<file path="config.mk">
export PLATFORM = sky130hd
export DESIGN_NAME = fpl_top
export DESIGN_NICKNAME = d
export VERILOG_FILES = /design/src/logic/fpl_nv_store.v /design/src/logic/fpl_top.v
export VERILOG_INCLUDE_DIRS = /design/src /design/src/logic
export SDC_FILE = /design/constraint.sdc
export NUM_CORES = 1
export LEC_CHECK = 0
export ABC_AREA = 1
export BUFFER_PORTS_ARGS = -buffer_cell sky130_fd_sc_hd__buf_2
export CAP_MARGIN = 20
export CORE_UTILIZATION = 40
export CTS_CLUSTER_DIAMETER = 80
export DETAILED_ROUTE_END_ITERATION = 7
export MAX_ROUTING_LAYER = met4
export PLACE_DENSITY_LB_ADDON = 0.15
export RECOVER_POWER = 50
export SYNTH_ARGS = -nofsm -noshare
export SYNTH_HDL_FRONTEND = slang
export SYNTH_SLANG_ARGS = --single-unit
</file>
<file path="constraint.sdc">
create_clock -name clk_sys -period 3.56 [get_ports clk_sys]
set_input_delay 0 -clock clk_sys [delete_from_list [all_inputs] [get_ports clk_sys]]
set_output_delay 0 -clock clk_sys [all_outputs]
set_load 0.01 [all_outputs]
</file>
<file path="src/logic/fpl_defs.vh">
// Constants for the flash protection logic
// What this block does
// - Two 64 kB arrays; first has reserved top
// - User sees only lower 62 kB of array 0
// - Hidden 2 kB firmware page is never accessed
// - Array 1 fully usable, nothing reserved
// - Erase whole pages; program erased locations only
// - Boot pin low at reset selects serial download
// - Bit 31 blocks debug and parallel reads
// - Other 31 bits guard four-page groups
// - Write protection applies to every access path
// - Array 1: all 32 bits guard groups
// - Volatile protection immediate, unprotected after reset
// - Persistent value applies after save and reset
// - Persistent register changes need matching key unless key is erased
// - Mass erase sets key 0xFFFF, erases code
// - Key 0xDEADDEAD locks protection until mass erase
// - Cleared bit means group protected
// - Status: done, fail, busy, pending; read clears
`ifndef FPL_DEFS_VH
`define FPL_DEFS_VH

// Register offsets inside one array's window
`define FPL_OFS_STA 7'h00
`define FPL_OFS_MOD 7'h04
`define FPL_OFS_CON 7'h08
`define FPL_OFS_DAT 7'h0c
`define FPL_OFS_ADR 7'h10
`define FPL_OFS_PRO 7'h1c
`define FPL_OFS_HID 7'h20
`define FPL_BANK_BIT 7

// Reset values and key constants
`define FPL_MOD_RST 8'h80
`define FPL_PROT_NONE 32'hffffffff
`define FPL_KEY_ERASED 32'h0000ffff
`define FPL_KEY_PERM 32'hdeaddead

// Mode bits
`define FPL_MOD_EKEY 3
`define FPL_MOD_IRQEN 4
`define FPL_MOD_KEYOFF 5
`define FPL_MOD_KEYON 6

// Status bits
`define FPL_STA_DONE 0
`define FPL_STA_FAIL 1
`define FPL_STA_BUSY 2
`define FPL_STA_IRQ 3

// Commands
`define FPL_CMD_PROG 8'h02
`define FPL_CMD_PERASE 8'h05
`define FPL_CMD_MERASE 8'h06
`define FPL_CMD_SAVEKEY 8'h0c
`define FPL_MER_DAT 16'h3cff
`define FPL_MER_ADR 16'hffc3

// Address layout
`define FPL_GRP_MSB 15
`define FPL_GRP_LSB 11
`define FPL_PAGE_LSB 9
`define FPL_HIDDEN_GRP 5'h1f
`define FPL_RDPROT_BIT 31

// Flash engine operations
`define FPL_OP_NONE 2'h0
`define FPL_OP_PROG 2'h1
`define FPL_OP_PERASE 2'h2
`define FPL_OP_MERASE 2'h3

`endif

</file>
<file path="src/logic/fpl_nv_store.v">
// Nonvolatile key and saved protection image per array
`timescale 1ns/10ps
`default_nettype none
`include "fpl_defs.vh"

module fpl_nv_store #(
   parameter BANKS = 2
) (
   // Clock and power-up
   input wire clk_sys,
   input wire ce,
   input wire por,
   // Updates
   input wire [BANKS-1:0] save_en,
   input wire [32*BANKS-1:0] save_key,
   input wire [32*BANKS-1:0] save_pro,
   input wire [BANKS-1:0] erase_en,
   // Stored image
   output reg [32*BANKS-1:0] nv_key,
   output reg [32*BANKS-1:0] nv_pro
);

   genvar b;
   generate
      for (b = 0; b < BANKS; b = b + 1) begin : g_bank
         // Power-up and a completed mass erase clear the image; system reset keeps it
         always @(posedge clk_sys) begin
            if (ce && por) begin
               nv_key[b*32 +: 32] <= `FPL_KEY_ERASED;
               nv_pro[b*32 +: 32] <= `FPL_PROT_NONE;
            end else if (ce) begin
               if (erase_en[b]) begin
                  nv_key[b*32 +: 32] <= `FPL_KEY_ERASED;
                  nv_pro[b*32 +: 32] <= `FPL_PROT_NONE;
               end else if (save_en[b]) begin
                  nv_key[b*32 +: 32] <= save_key[b*32 +: 32];
                  nv_pro[b*32 +: 32] <= save_pro[b*32 +: 32];
               end
            end
         end
      end
   endgenerate

endmodule // fpl_nv_store
`default_nettype wire

</file>
<file path="src/logic/fpl_top.v">
// Flash protection and command gate for two arrays
//
// Design decisions made here: the address map and strobed register access.
`timescale 1ns/10ps
`default_nettype none
`include "fpl_defs.vh"

module fpl_top #(
   parameter BANKS = 2
) (
   // Clock, reset, enable
   input wire clk_sys,
   input wire rst,
   input wire ce,
   input wire por,
   // Register port
   input wire [7:0] reg_addr,
   input wire [31:0] reg_wdata,
   input wire reg_wr,
   input wire reg_rd,
   output reg [31:0] reg_rdata,
   // Boot select pin
   input wire boot_select_pin_n,
   output reg serial_download,
   // Flash array engine
   output wire [BANKS-1:0] fl_req,
   output wire [2*BANKS-1:0] fl_op,
   output wire [16*BANKS-1:0] fl_addr,
   output wire [8*BANKS-1:0] fl_data,
   input wire [BANKS-1:0] fl_done,
   input wire [BANKS-1:0] fl_fail,
   // Debug, parallel and download path
   input wire ext_req,
   input wire ext_write,
   input wire ext_bank,
   input wire [15:0] ext_addr,
   output reg ext_grant,
   output reg ext_deny
);

   localparam ST_IDLE = 2'h0;
   localparam ST_WAIT = 2'h1;

   wire [32*BANKS-1:0] nv_key;
   wire [32*BANKS-1:0] nv_pro;
   wire [32*BANKS-1:0] eff_prot;
   wire [32*BANKS-1:0] bank_rd;
   wire [32*BANKS-1:0] sav_key;
   wire [32*BANKS-1:0] sav_pro;
   wire [BANKS-1:0] sav_en;
   wire [BANKS-1:0] ers_en;

   wire [6:0] ofs = reg_addr[6:0];

   genvar b;
   generate
      for (b = 0; b < BANKS; b = b + 1) begin : g_bank
         reg [7:0] mod_r;
         reg [7:0] cmd_r;
         reg [15:0] dat_r;
         reg [15:0] adr_r;
         reg [31:0] pro_r;
         reg [31:0] hid_r;
         reg [31:0] appl_r;
         reg done_r;
         reg fail_r;
         reg irq_r;
         reg res_v_r;
         reg res_f_r;
         reg [1:0] st_r;
         reg req_r;
         reg [1:0] op_r;
         reg [15:0] fadr_r;
         reg [7:0] fdat_r;
         reg save_r;
         reg erase_r;
         reg [31:0] rd_w;

         // Window select: address bit 7 picks the array
         wire sel = (reg_addr[`FPL_BANK_BIT] == b);
         wire wr_sta = reg_wr & sel & (ofs == `FPL_OFS_STA);
         wire wr_mod = reg_wr & sel & (ofs == `FPL_OFS_MOD);
         wire wr_con = reg_wr & sel & (ofs == `FPL_OFS_CON);
         wire wr_dat = reg_wr & sel & (ofs == `FPL_OFS_DAT);
         wire wr_adr = reg_wr & sel & (ofs == `FPL_OFS_ADR);
         wire wr_pro = reg_wr & sel & (ofs == `FPL_OFS_PRO);
         wire wr_hid = reg_wr & sel & (ofs == `FPL_OFS_HID);
         wire rd_sta = reg_rd & sel & (ofs == `FPL_OFS_STA);

         // Active mask: low bit means protected
         wire [31:0] eff = appl_r & hid_r;
         wire [4:0] grp = adr_r[`FPL_GRP_MSB:`FPL_GRP_LSB];
         // Top group of array 0 holds hidden firmware
         wire hidden = (b == 0) && (grp == `FPL_HIDDEN_GRP);
         wire wprot = hidden | ~eff[grp];
         wire [31:0] key_in = {adr_r, dat_r};
         wire [31:0] key_nv = nv_key[b*32 +: 32];
         wire key_mode = mod_r[`FPL_MOD_KEYON] & ~mod_r[`FPL_MOD_KEYOFF];
         wire key_free = (key_nv == `FPL_KEY_ERASED);
         wire key_perm = (key_nv == `FPL_KEY_PERM);
         wire key_ok = key_mode & ~key_perm & (key_free | (key_in == key_nv));
         wire mer_ok = mod_r[`FPL_MOD_EKEY] & (dat_r == `FPL_MER_DAT)
            & (adr_r == `FPL_MER_ADR);
         wire go = wr_con & (st_r == ST_IDLE);
         wire [7:0] cmd_w = reg_wdata[7:0];

         assign eff_prot[b*32 +: 32] = eff;
         assign fl_req[b] = req_r;
         assign fl_op[b*2 +: 2] = op_r;
         assign fl_addr[b*16 +: 16] = fadr_r;
         assign fl_data[b*8 +: 8] = fdat_r;
         assign sav_en[b] = save_r;
         assign ers_en[b] = erase_r;
         assign sav_key[b*32 +: 32] = key_in;
         assign sav_pro[b*32 +: 32] = pro_r;

         always @* begin
            rd_w = 32'h00000000;
            case (ofs)
               `FPL_OFS_STA: begin
                  rd_w[`FPL_STA_DONE] = done_r;
                  rd_w[`FPL_STA_FAIL] = fail_r;
                  rd_w[`FPL_STA_BUSY] = (st_r != ST_IDLE);
                  rd_w[`FPL_STA_IRQ] = irq_r;
               end
               `FPL_OFS_MOD: rd_w[7:0] = mod_r;
               `FPL_OFS_CON: rd_w[7:0] = cmd_r;
               `FPL_OFS_DAT: rd_w[15:0] = dat_r;
               `FPL_OFS_ADR: rd_w[15:0] = adr_r;
               `FPL_OFS_PRO: rd_w = pro_r;
               `FPL_OFS_HID: rd_w = hid_r;
               default: rd_w = 32'h00000000;
            endcase
         end
         assign bank_rd[b*32 +: 32] = rd_w;

         // Software registers
         always @(posedge clk_sys) begin
            if (ce && rst) begin
               mod_r <= `FPL_MOD_RST;
               dat_r <= 16'h0000;
               adr_r <= 16'h0000;
               pro_r <= 32'h00000000;
               hid_r <= `FPL_PROT_NONE;
               appl_r <= nv_pro[b*32 +: 32];
            end else if (ce) begin
               if (wr_mod) begin
                  mod_r <= reg_wdata[7:0];
               end
               if (wr_dat) begin
                  dat_r <= reg_wdata[15:0];
               end
               if (wr_adr) begin
                  adr_r <= reg_wdata[15:0];
               end
               if (wr_pro) begin
                  pro_r <= reg_wdata;
               end
               if (wr_hid) begin
                  hid_r <= reg_wdata;
               end
            end
         end

         // Status flags: a new result wins over the read clear
         always @(posedge clk_sys) begin
            if (ce && rst) begin
               done_r <= 1'b0;
               fail_r <= 1'b0;
               irq_r <= 1'b0;
            end else if (ce) begin
               if (res_v_r) begin
                  done_r <= ~res_f_r;
                  fail_r <= res_f_r;
                  irq_r <= mod_r[`FPL_MOD_IRQEN];
               end else if (rd_sta) begin
                  done_r <= 1'b0;
                  fail_r <= 1'b0;
                  irq_r <= 1'b0;
               end else if (wr_sta) begin
                  done_r <= reg_wdata[`FPL_STA_DONE];
                  fail_r <= reg_wdata[`FPL_STA_FAIL];
                  irq_r <= reg_wdata[`FPL_STA_IRQ];
               end
            end
         end

         // Command engine
         always @(posedge clk_sys) begin
            if (ce && rst) begin
               cmd_r <= 8'h00;
               st_r <= ST_IDLE;
               req_r <= 1'b0;
               op_r <= `FPL_OP_NONE;
               fadr_r <= 16'h0000;
               fdat_r <= 8'h00;
               res_v_r <= 1'b0;
               res_f_r <= 1'b0;
               save_r <= 1'b0;
               erase_r <= 1'b0;
            end else if (ce) begin
               req_r <= 1'b0;
               res_v_r <= 1'b0;
               save_r <= 1'b0;
               erase_r <= 1'b0;
               case (st_r)
                  ST_IDLE: begin
                     if (go) begin
                        cmd_r <= cmd_w;
                        case (cmd_w)
                           `FPL_CMD_PROG: begin
                              if (wprot) begin
                                 res_v_r <= 1'b1;
                                 res_f_r <= 1'b1;
                              end else begin
                                 req_r <= 1'b1;
                                 op_r <= `FPL_OP_PROG;
                                 fadr_r <= adr_r;
                                 fdat_r <= dat_r[7:0];
                                 st_r <= ST_WAIT;
                              end
                           end
                           `FPL_CMD_PERASE: begin
                              if (wprot) begin
                                 res_v_r <= 1'b1;
                                 res_f_r <= 1'b1;
                              end else begin
                                 req_r <= 1'b1;
                                 op_r <= `FPL_OP_PERASE;
                                 fadr_r <= {adr_r[15:`FPL_PAGE_LSB],
                                    {`FPL_PAGE_LSB{1'b0}}};
                                 st_r <= ST_WAIT;
                              end
                           end
                           `FPL_CMD_MERASE: begin
                              if (mer_ok) begin
                                 req_r <= 1'b1;
                                 op_r <= `FPL_OP_MERASE;
                                 fadr_r <= 16'h0000;
                                 st_r <= ST_WAIT;
                              end else begin
                                 res_v_r <= 1'b1;
                                 res_f_r <= 1'b1;
                              end
                           end
                           `FPL_CMD_SAVEKEY: begin
                              save_r <= key_ok;
                              res_v_r <= 1'b1;
                              res_f_r <= ~key_ok;
                           end
                           default: begin
                              res_v_r <= 1'b1;
                              res_f_r <= 1'b1;
                           end
                        endcase
                     end
                  end
                  ST_WAIT: begin
                     if (fl_done[b]) begin
                        res_v_r <= 1'b1;
                        // Engine refuses programming of unerased cells
                        res_f_r <= fl_fail[b];
                        erase_r <= (op_r == `FPL_OP_MERASE) & ~fl_fail[b];
                        st_r <= ST_IDLE;
                     end
                  end
                  default: begin
                     st_r <= ST_IDLE;
                  end
               endcase
            end
         end
      end
   endgenerate

   fpl_nv_store #(
      .BANKS(BANKS)
   ) u_nv (
      .clk_sys(clk_sys),
      .ce(ce),
      .por(por),
      .save_en(sav_en),
      .save_key(sav_key),
      .save_pro(sav_pro),
      .erase_en(ers_en),
      .nv_key(nv_key),
      .nv_pro(nv_pro)
   );

   // Read data, one cycle after the strobe
   always @(posedge clk_sys) begin
      if (ce && rst) begin
         reg_rdata <= 32'h00000000;
      end else if (ce) begin
         if (reg_rd) begin
            if (reg_addr[`FPL_BANK_BIT] && BANKS > 1) begin
               reg_rdata <= bank_rd[32 +: 32];
            end else begin
               reg_rdata <= bank_rd[31:0];
            end
         end else begin
            reg_rdata <= 32'h00000000;
         end
      end
   end

   // External path check
   wire [4:0] ext_grp = ext_addr[`FPL_GRP_MSB:`FPL_GRP_LSB];
   wire [31:0] ext_eff = ext_bank ? eff_prot[32*BANKS-1 -: 32] : eff_prot[31:0];
   wire ext_hidden = ~ext_bank & (ext_grp == `FPL_HIDDEN_GRP);
   wire ext_rdprot = ~eff_prot[`FPL_RDPROT_BIT];
   wire ext_bad = ext_hidden | (ext_write ? ~ext_eff[ext_grp] : ext_rdprot);

   always @(posedge clk_sys) begin
      if (ce && rst) begin
         ext_grant <= 1'b0;
         ext_deny <= 1'b0;
      end else if (ce) begin
         ext_grant <= ext_req & ~ext_bad;
         ext_deny <= ext_req & ext_bad;
      end
   end

   // Boot pin: two flops, caught once after reset release
   reg boot_s1_r;
   reg boot_s2_r;
   reg boot_cap_r;

   always @(posedge clk_sys) begin
      if (ce) begin
         boot_s1_r <= boot_select_pin_n;
         boot_s2_r <= boot_s1_r;
      end
   end

   always @(posedge clk_sys) begin
      if (ce && rst) begin
         boot_cap_r <= 1'b1;
         serial_download <= 1'b0;
      end else if (ce && boot_cap_r) begin
         boot_cap_r <= 1'b0;
         serial_download <= ~boot_s2_r;
      end
   end

endmodule // fpl_top
`default_nettype wire

</file>
# After elaboration in Yosys (flattened, before gate mapping)
# Index checks and enable logic that the tools add are counted.
# op_classes
magnitude_cmp,3
eq_ne,46
mux,114
bitwise,61
reduce_logical,40
# op_table
operator,count
32-bit two-way mux,11
16-bit two-way mux,6
16-bit case mux with 3 select lines,2
32-bit bitwise AND,2
"32-bit by 16-bit == test with 1-bit output, second input constant",2
32-bit == test,2
"32-bit == test, second input constant",2
16-bit case mux with 2 select lines,2
8-bit case mux with 4 select lines,2
1-bit two-way mux,56
4-bit case mux with 7 select lines,2
4-bit case mux with 6 select lines,2
1-bit bitwise AND,37
"16-bit by 14-bit == test with 1-bit output, second input constant",2
"16-bit == test, second input constant",2
2-bit AND reduction,14
2-bit two-way mux,12
"3-bit != test, second input constant",8
6-bit AND reduction,4
"2-bit != test, second input constant",10
"5-bit by 6-bit less-than comparator with 1-bit output, second input constant",3
1-bit inverter,18
"8-bit by 3-bit == test with 1-bit output, second input constant",2
1-bit case mux with 2 select lines,8
other kinds (24),53
# word_totals
regBits,526
inputBits,70
output_inout_bits,89
wordCells,313

# Logic depth before layout (Yosys ltp)
# Gate-level depths: netlist of the first run.
# depth
word_depth,9
mapped_depth,17
mapped_depth_nobuf,15

# Cells and area by module
# Synthesis of the first run repeated with hierarchy kept, for this count alone.
# unflattened
cells_unflattened,3172
area_unflattened_um2,23710.2
# modules_own_cells
module,instances,cells_each,area_per_inst_um2,seq_area_each_um2
fpl_top,1,2427,18326.3,8588.2
fpl_nv_store,1,745,5383.9,2562.5

# Least setup slack after synthesis of the first run
# No wires, ideal clock.
# synth_path
path_kind,input to register
startpoint,input ce
endpoint,register g_bank[0].appl_r[0] (enable)
setup_ps,453
t_arrival_ps,2768
required_time_ps,3107
slack_ps,338
stages,5
path_buffers,3
path_cell_list,clkbuf_1 nand2_1 inv_1 clkbuf_1 clkbuf_1
# synth_between
elab_chain_cells,1
# synth_lines
element,line_no,text
start: declaration,fpl_top.v:14,"input wire ce,"
1-bit logical AND,fpl_top.v:139,if (ce && rst) begin
end signal: assignment,fpl_top.v:145,appl_r <= nv_pro[b*32 +: 32];
end: declaration,fpl_top.v:64,reg [31:0] appl_r;
# No other way between the ends.
# A chain may end at the register's enable or synchronous reset.

# Final worst setup path of the first run
# layout_path
startpoint,input ce
endpoint,register ext_grant
# layout_between
elab_chain_cells,1
# layout_lines
element,line_no,text
1-bit logical AND,fpl_top.v:315,if (ce && rst) begin
end signal: assignment,fpl_top.v:319,ext_grant <= ext_req & ~ext_bad;
end: declaration,fpl_top.v:37,"output reg ext_grant,"
# Several ways; a longest one is shown, not always the timed one.

==> results.sh, run 1 <==
export IMPL_status="finished with violations"
export IMPL_violations="max-capacitance violations, max-slew violations"
export IMPL_cts_buffers=57
export IMPL_synth_edf_count=66
export IMPL_final_nets=3206
export IMPL_ys_flop_type="dfxtp_1"
export IMPL_cts_htree_levels=2
export IMPL_p_sw_share_pct=23.1
export IMPL_wirelength_mm=86.8
export IMPL_required_ns=4.12
export IMPL_viasPerCell=5.69
export IMPL_synth_area_um2=23100
export IMPL_clkPwrFrac_pct=48.5
export IMPL_hp_start="reg_addr[7]"
export IMPL_finalSetupViolCount=0
export IMPL_irDropWorstVdd_v=0.000351
export IMPL_critical_path_class="in2reg"
export IMPL_max_freq_mhz=330
export IMPL_ys_warnings_count=0
export IMPL_drv_slew=132
export IMPL_gp_congestion=0.952
export IMPL_grt_pass1_wl_mm=130
export IMPL_firstDrtPassIters=5
export IMPL_crit_start="ce"
export IMPL_clockBufferDepth=3
export IMPL_holdWs_ns=0.0620
export IMPL_first_global_vias=20731
export IMPL_start_kind="primary input"
export IMPL_coreArea_um2=56700
export IMPL_portBuffers=147
export IMPL_mostFrequentLayoutCell="nand2_1"
export IMPL_ant_nets=0
export IMPL_rows=87
export IMPL_grt_max_degree=219
export IMPL_netlist_cell_type_count=48
export IMPL_clk_pin_slew_worst_paths_ns=0.06
export IMPL_worstMarginPinSlew_ns=1.76
export IMPL_areaGrowthSynthToFinish_pct=15.9
export IMPL_drt_initial_drc_count=2021
export IMPL_most_common_layout_cells="nand2_1 (584), dfxtp_1 (458), o21ai_0 (317), nand3_1 (298), a21oi_1 (296)"
export IMPL_tritoncts="yes"
export IMPL_ys_ff_latch=524
export IMPL_start_util_pct=40.8
export IMPL_hold_viol_final=0
export IMPL_io_pins=159
export IMPL_synth_seq_area_share_pct=48.2
export IMPL_overflow=0
export IMPL_die_h_um=242
export IMPL_grt_usage_pct=29.6
export IMPL_power_frac_comb_pct=4.5
export IMPL_cts_sinks=524
export IMPL_drc=0
export IMPL_post_route_period_util_pct=85.2
export IMPL_worstPathMaxFanout=23
export IMPL_final_util_pct=47.3
export IMPL_rrSetupSlack_ns=0.74
export IMPL_hold_class="in2reg"
export IMPL_vias=22411
export IMPL_async_flop_share_pct=0
export IMPL_routedWlPerCell_um=22.0
export IMPL_layout_drive_gt1_share_pct=7.45
export IMPL_slew_headroom_pct=-17.3
export IMPL_timing_rr_start="g_bank[1].adr_r[11]"
export IMPL_fin_skew_ns=0.0199
export IMPL_drv_cap=3
export IMPL_dp_cells=3784
export IMPL_end_kind="flip-flop"
export IMPL_syn_nets=3097
export IMPL_fill_cells=5735
export IMPL_antenna_found_initial=2
export IMPL_ctsResizeCount=0
export IMPL_clock_latency_ns=0.63
export IMPL_rsz0062_at_grt="false"
export IMPL_die_w_um=242
export IMPL_switchingPower_uw=2960
export IMPL_final_cell_area_um2=26800
export IMPL_place_area_um2=24500
export IMPL_critPathArrivalTime_ns=3.60
export IMPL_avgSynthCellArea_um2=7.64
export IMPL_fin_tns_setup_ns=0
export IMPL_post_route_min_period_ns=3.03
export IMPL_power_static_leakage_uw=0.0109
export IMPL_dp_hpwl_mm=59.4
export IMPL_layout_cells_non_filler=3940
export IMPL_seq_power_share_pct=47.0
export IMPL_dieArea_um2=58800
export IMPL_ctsRootBufferMaster="clkbuf_16"
export IMPL_synthCells=3027
export IMPL_intPower_uw=9880
export IMPL_power_density_nw_per_um2=479
==> cell usage after synthesis (37+ instances only) <==
| cell type | instances | area share [%] |
|---|---|---|
| nor2_1 | 147 | 2.4 |
| nand2_1 | 586 | 9.5 |
| o211ai_1 | 111 | 3.6 |
| nand3_1 | 298 | 6.4 |
| a21oi_1 | 297 | 6.4 |
| o21ai_0 | 318 | 6.9 |
| nor3_1 | 37 | 0.80 |
| edfxtp_1 | 66 | 8.6 |
| nand4_1 | 49 | 1.3 |
| inv_1 | 243 | 3.9 |
| clkbuf_1 | 148 | 2.4 |
| dfxtp_1 | 458 | 40 |
==> per-stage QoR <==
| step | total power, uW | worst slack (ns) |
|---|---|---|
| 2_1_floorplan | 6440 | 0.338 |
| 5_1_grt | 13200 | 0.293 |
| 6_report | 12800 | 0.526 |
| 3_3_place_gp | 6690 | 0.896 |
| 3_5_place_dp | 6700 | 0.847 |
| 4_1_cts | 12900 | 0.832 |
==> what timing repair did <==
item	in CTS	in global routing
hold buffers	49	0
hold endpoints to repair	220	0
buffers inserted	0	0
setup endpoints to repair	0	0
==> critical path, cell delays in order <==
cell and delay [ns]:
dlygate4sd3_1 0.52, buf_2 0.44, inv_1 0.45, buf_4 0.37, nor3b_1 0.87, nand3_1 0.21
dlygate4sd3_1 0.64, nand2_1 0.07
==> sequential cells by signal (all words and copies together) (netlist names), 32 cells and up <==
| name | count |
|---|---|
| g_bank.appl_r | 64 |
| g_bank.hid_r | 64 |
| g_bank.pro_r | 64 |
| u_nv.nv_key | 64 |
| u_nv.nv_pro | 64 |
| g_bank.adr_r | 32 |
| g_bank.dat_r | 32 |
| g_bank.fadr_r | 32 |
| reg_rdata | 32 |
==> power groups by stage <==
stage | Sequential (uW) | Combinational (uW) | Clock, uW
after floorplan | 6160 | 279 | 0
after global placement | 6160 | 533 | 0
after detailed placement | 6160 | 538 | 0
after CTS | 6030 | 578 | 6290
after global routing | 6030 | 613 | 6540
final | 6030 | 581 | 6230
==> metal layers <==
layer	track usage, %	vias up	wire (um)
li1	-	10605	-
met1	39.9	10583	37800
met2	44.6	1028	38200
met3	3.57	195	6810
met4	13.1	0	3920
met5	-	-	0
==> cell families after synthesis <==
| logic type | Yosys count | synth area share (%) |
|---|---|---|
| simple gates | 1155 | 21.8 |
| compound gates | 846 | 20.8 |
| flops | 524 | 48.2 |
| buf+inv | 472 | 8.05 |
| xor+xnor | 30 | 1.14 |
==> final cells by class <==
type | count | area (um2) | share of cell area, %
multi-input combinational | 2031 | 10200 | 37.9
clock inverter | 13 | 118 | 0.439
tap | 756 | 946 | 3.53
clock buffer | 93 | 1870 | 6.98
timing repair buffer | 255 | 1550 | 5.78
inverter | 267 | 1000 | 3.75
antenna | 1 | 2.50 | 0.00934
sequential | 524 | 11200 | 41.6
==> worst paths after layout <==
path | to | cells after the start
hold reg to reg | boot_s2_r | 0
hold / removal | reg_rdata[7] | 4
setup reg to reg | g_bank[1].op_r[0] | 11
setup / recovery | ext_grant | 8
(Power assumes the default switching activity.)
==> inputs of run 2 (changes only) <==
--- a/config.mk
+++ b/config.mk
@@ -9,6 +9,8 @@
 export ABC_AREA = 1
 export BUFFER_PORTS_ARGS = -buffer_cell sky130_fd_sc_hd__buf_2
 export CAP_MARGIN = 20
+export CELL_PAD_IN_SITES_DETAIL_PLACEMENT = 0
+export CELL_PAD_IN_SITES_GLOBAL_PLACEMENT = 1
 export CORE_UTILIZATION = 40
 export CTS_CLUSTER_DIAMETER = 80
 export DETAILED_ROUTE_END_ITERATION = 7
==> run 2 against run 1 <==
The flow still finishes with violations (max-capacitance violations, max-slew violations); final area down 0.71%; fmax down 8.9%; core utilization down 0.34 points; clock power down 5.5%; count of clock-buffer cells in the layout down 6; combinational power up 0.9%; worst hold slack better by 0.039 ns; sequential cell count unchanged; first-iteration DRC count up 7.5%.
==> results.sh, run 2 (synthesis results as in run 1) <==
export IMPL_final_nets=3202
export IMPL_wirelength_mm=88.4
export IMPL_start_util_pct=40.8
export IMPL_grt_max_degree=268
export IMPL_layout_drive_gt1_share_pct=7.53
export IMPL_fin_skew_ns=0.0173
export IMPL_seq_power_share_pct=48.2
export IMPL_cts_buffers=57
export IMPL_grt_usage_pct=30.2
export IMPL_clockBufferDepth=3
export IMPL_drt_initial_drc_count=2173
export IMPL_die_w_um=242
export IMPL_violations="max-capacitance violations, max-slew violations"
export IMPL_final_cell_area_um2=26600
export IMPL_tritoncts="yes"
export IMPL_clock_latency_ns=0.62
export IMPL_dp_hpwl_mm=60.6
export IMPL_hold_class="in2reg"
export IMPL_layout_cells_non_filler=3934
export IMPL_overflow=0
export IMPL_status="finished with violations"
export IMPL_rsz0062_at_grt="false"
export IMPL_holdWs_ns=0.101
export IMPL_gp_congestion=0.925
export IMPL_cts_sinks=524
export IMPL_dieArea_um2=58800
export IMPL_clkPwrFrac_pct=47.1
export IMPL_critical_path_class="reg2reg"
export IMPL_irDropWorstVdd_v=0.000421
export IMPL_routedWlPerCell_um=22.5
export IMPL_crit_path_frequent_cell="nand2_1"
export IMPL_power_density_nw_per_um2=470
export IMPL_rows=87
export IMPL_required_ns=4.07
export IMPL_most_common_layout_cells="nand2_1 (584), dfxtp_1 (458), o21ai_0 (318), nand3_1 (298), a21oi_1 (296)"
export IMPL_worstMarginPinSlew_ns=2.00
export IMPL_critPathArrivalTime_ns=3.84
export IMPL_firstDrtPassIters=5
export IMPL_vias=22120
export IMPL_drv_slew=333
export IMPL_drv_cap=2
export IMPL_slew_headroom_pct=-33.6
export IMPL_clk_pin_slew_worst_paths_ns=0.06
export IMPL_ant_nets=0
export IMPL_max_freq_mhz=300
export IMPL_first_global_vias=20620
export IMPL_start_kind="flip-flop"
export IMPL_hold_viol_final=0
export IMPL_critPathBufInv=3
export IMPL_worstPathMaxFanout=3
export IMPL_grt_pass1_wl_mm=131
export IMPL_io_pins=159
export IMPL_viasPerCell=5.62
export IMPL_switchingPower_uw=2960
export IMPL_antenna_found_initial=2
export IMPL_ctsResizeCount=0
export IMPL_post_route_min_period_ns=3.33
export IMPL_fin_tns_setup_ns=0
export IMPL_max_stage_delay_ns=0.61
export IMPL_portBuffers=147
export IMPL_drc=0
export IMPL_power_static_leakage_uw=0.0108
export IMPL_end_kind="flip-flop"
export IMPL_intPower_uw=9550
export IMPL_power_frac_comb_pct=4.7
export IMPL_post_route_period_util_pct=93.5
export IMPL_crit_family="buffers and inverters"
export IMPL_dp_cells=3779
export IMPL_ctsRootBufferMaster="clkbuf_16"
export IMPL_die_h_um=242
export IMPL_place_area_um2=24400
export IMPL_finalSetupViolCount=0
export IMPL_areaGrowthSynthToFinish_pct=15.1
export IMPL_crit_slowest_cell="dlygate4sd3_1"
export IMPL_p_sw_share_pct=23.7
export IMPL_path_cells="nand2_1, o211ai_1, nand3_1, nand3_1, nand2_1, nand2_1, nand3_1, nand3_1, dlygate4sd3_1, nand2_1, dlygate4sd3_1, nand2_1, dlygate4sd3_1, nand2_1"
export IMPL_coreArea_um2=56700
export IMPL_post_cts_setup_buffer_count=0
export IMPL_mostFrequentLayoutCell="nand2_1"
export IMPL_cts_htree_levels=2
-- run 2: changes by cell type in the layout (fill, tap and decap cells not counted), moves of 4 or more --
cell / before / now
clkbuf_16: 64 / 59
inv_2: 11 / 15
buf_4: 41 / 49
clkinvlp_4: 0 / 4
clkbuf_1: 114 / 106
-- run 2: path summary, 6_finish.rpt --
path / start / to / slack (ns) / cells past startpoint
hold / removal: boot_select_pin_n / boot_s1_r / 0.10 / 2
setup / recovery: g_bank[1].hid_r[19] / ext_deny / 0.23 / 14
setup reg to reg: g_bank[1].hid_r[19] / ext_deny / 0.23 / 14
hold reg to reg: boot_s1_r / boot_s2_r / 0.42 / 0
-- run 2: layer usage --
| layer | wire length (um) | GRT usage [%] | vias to the layer above | share of wire (%) |
|---|---|---|---|---|
| li1 | - | - | 10594 | - |
| met1 | 39500 | 40.6 | 10496 | 45 |
| met2 | 39900 | 46.8 | 872 | 45 |
| met3 | 5950 | 3.18 | 158 | 6.7 |
| met4 | 3090 | 10.8 | 0 | 3.5 |
| met5 | 0 | - | - | 0 |
-- run 2: final cells by class --
type / instances / area, um2
Clock inverter: 16 / 115
Clock buffer: 87 / 1720
Multi-Input combinational cell: 2031 / 10200
Antenna cell: 2 / 5.00
Timing Repair Buffer: 251 / 1520
Inverter: 267 / 1000
Tap cell: 756 / 946
Fill cell: 5691 / 30100
Sequential cell: 524 / 11200
-- run 2: power by group through the flow --
stage,Clock [uW],Sequential [uW],Combinational [uW]
final,5890,6030,586
after global placement,0,6160,540
after detailed placement,0,6160,544
after CTS,5980,6030,587
after global routing,6210,6030,620
after floorplan,0,6160,279
-- run 2: worst reg2reg max path, cell delays in order, from the launching register on --
cell and delay (ns):
dfxtp_1 0.35, nand2_1 0.20, o211ai_1 0.23, nand3_1 0.11
nand3_1 0.08, nand2_1 0.07, nand2_1 0.06, nand3_1 0.07
nand3_1 0.08, dlygate4sd3_1 0.58, nand2_1 0.05, dlygate4sd3_1 0.55
nand2_1 0.09, dlygate4sd3_1 0.61, nand2_1 0.08
-- run 2: what timing repair did --
item / 4_1_cts / 5_1_grt
hold buffers: 50 / 0
setup endpoints to repair: 0 / 0
endpoints found under the hold margin: 224 / 0
-- run 2: metrics by stage --
step	setup WS [ns]	total power [uW]	util (%)
after floorplan	0.338	6440	-
after global placement	0.850	6700	43.1
after detailed placement	0.830	6700	43.1
after CTS	0.306	12600	47.2
after global routing	0.0913	12900	46.9
final	0.231	12500	46.9
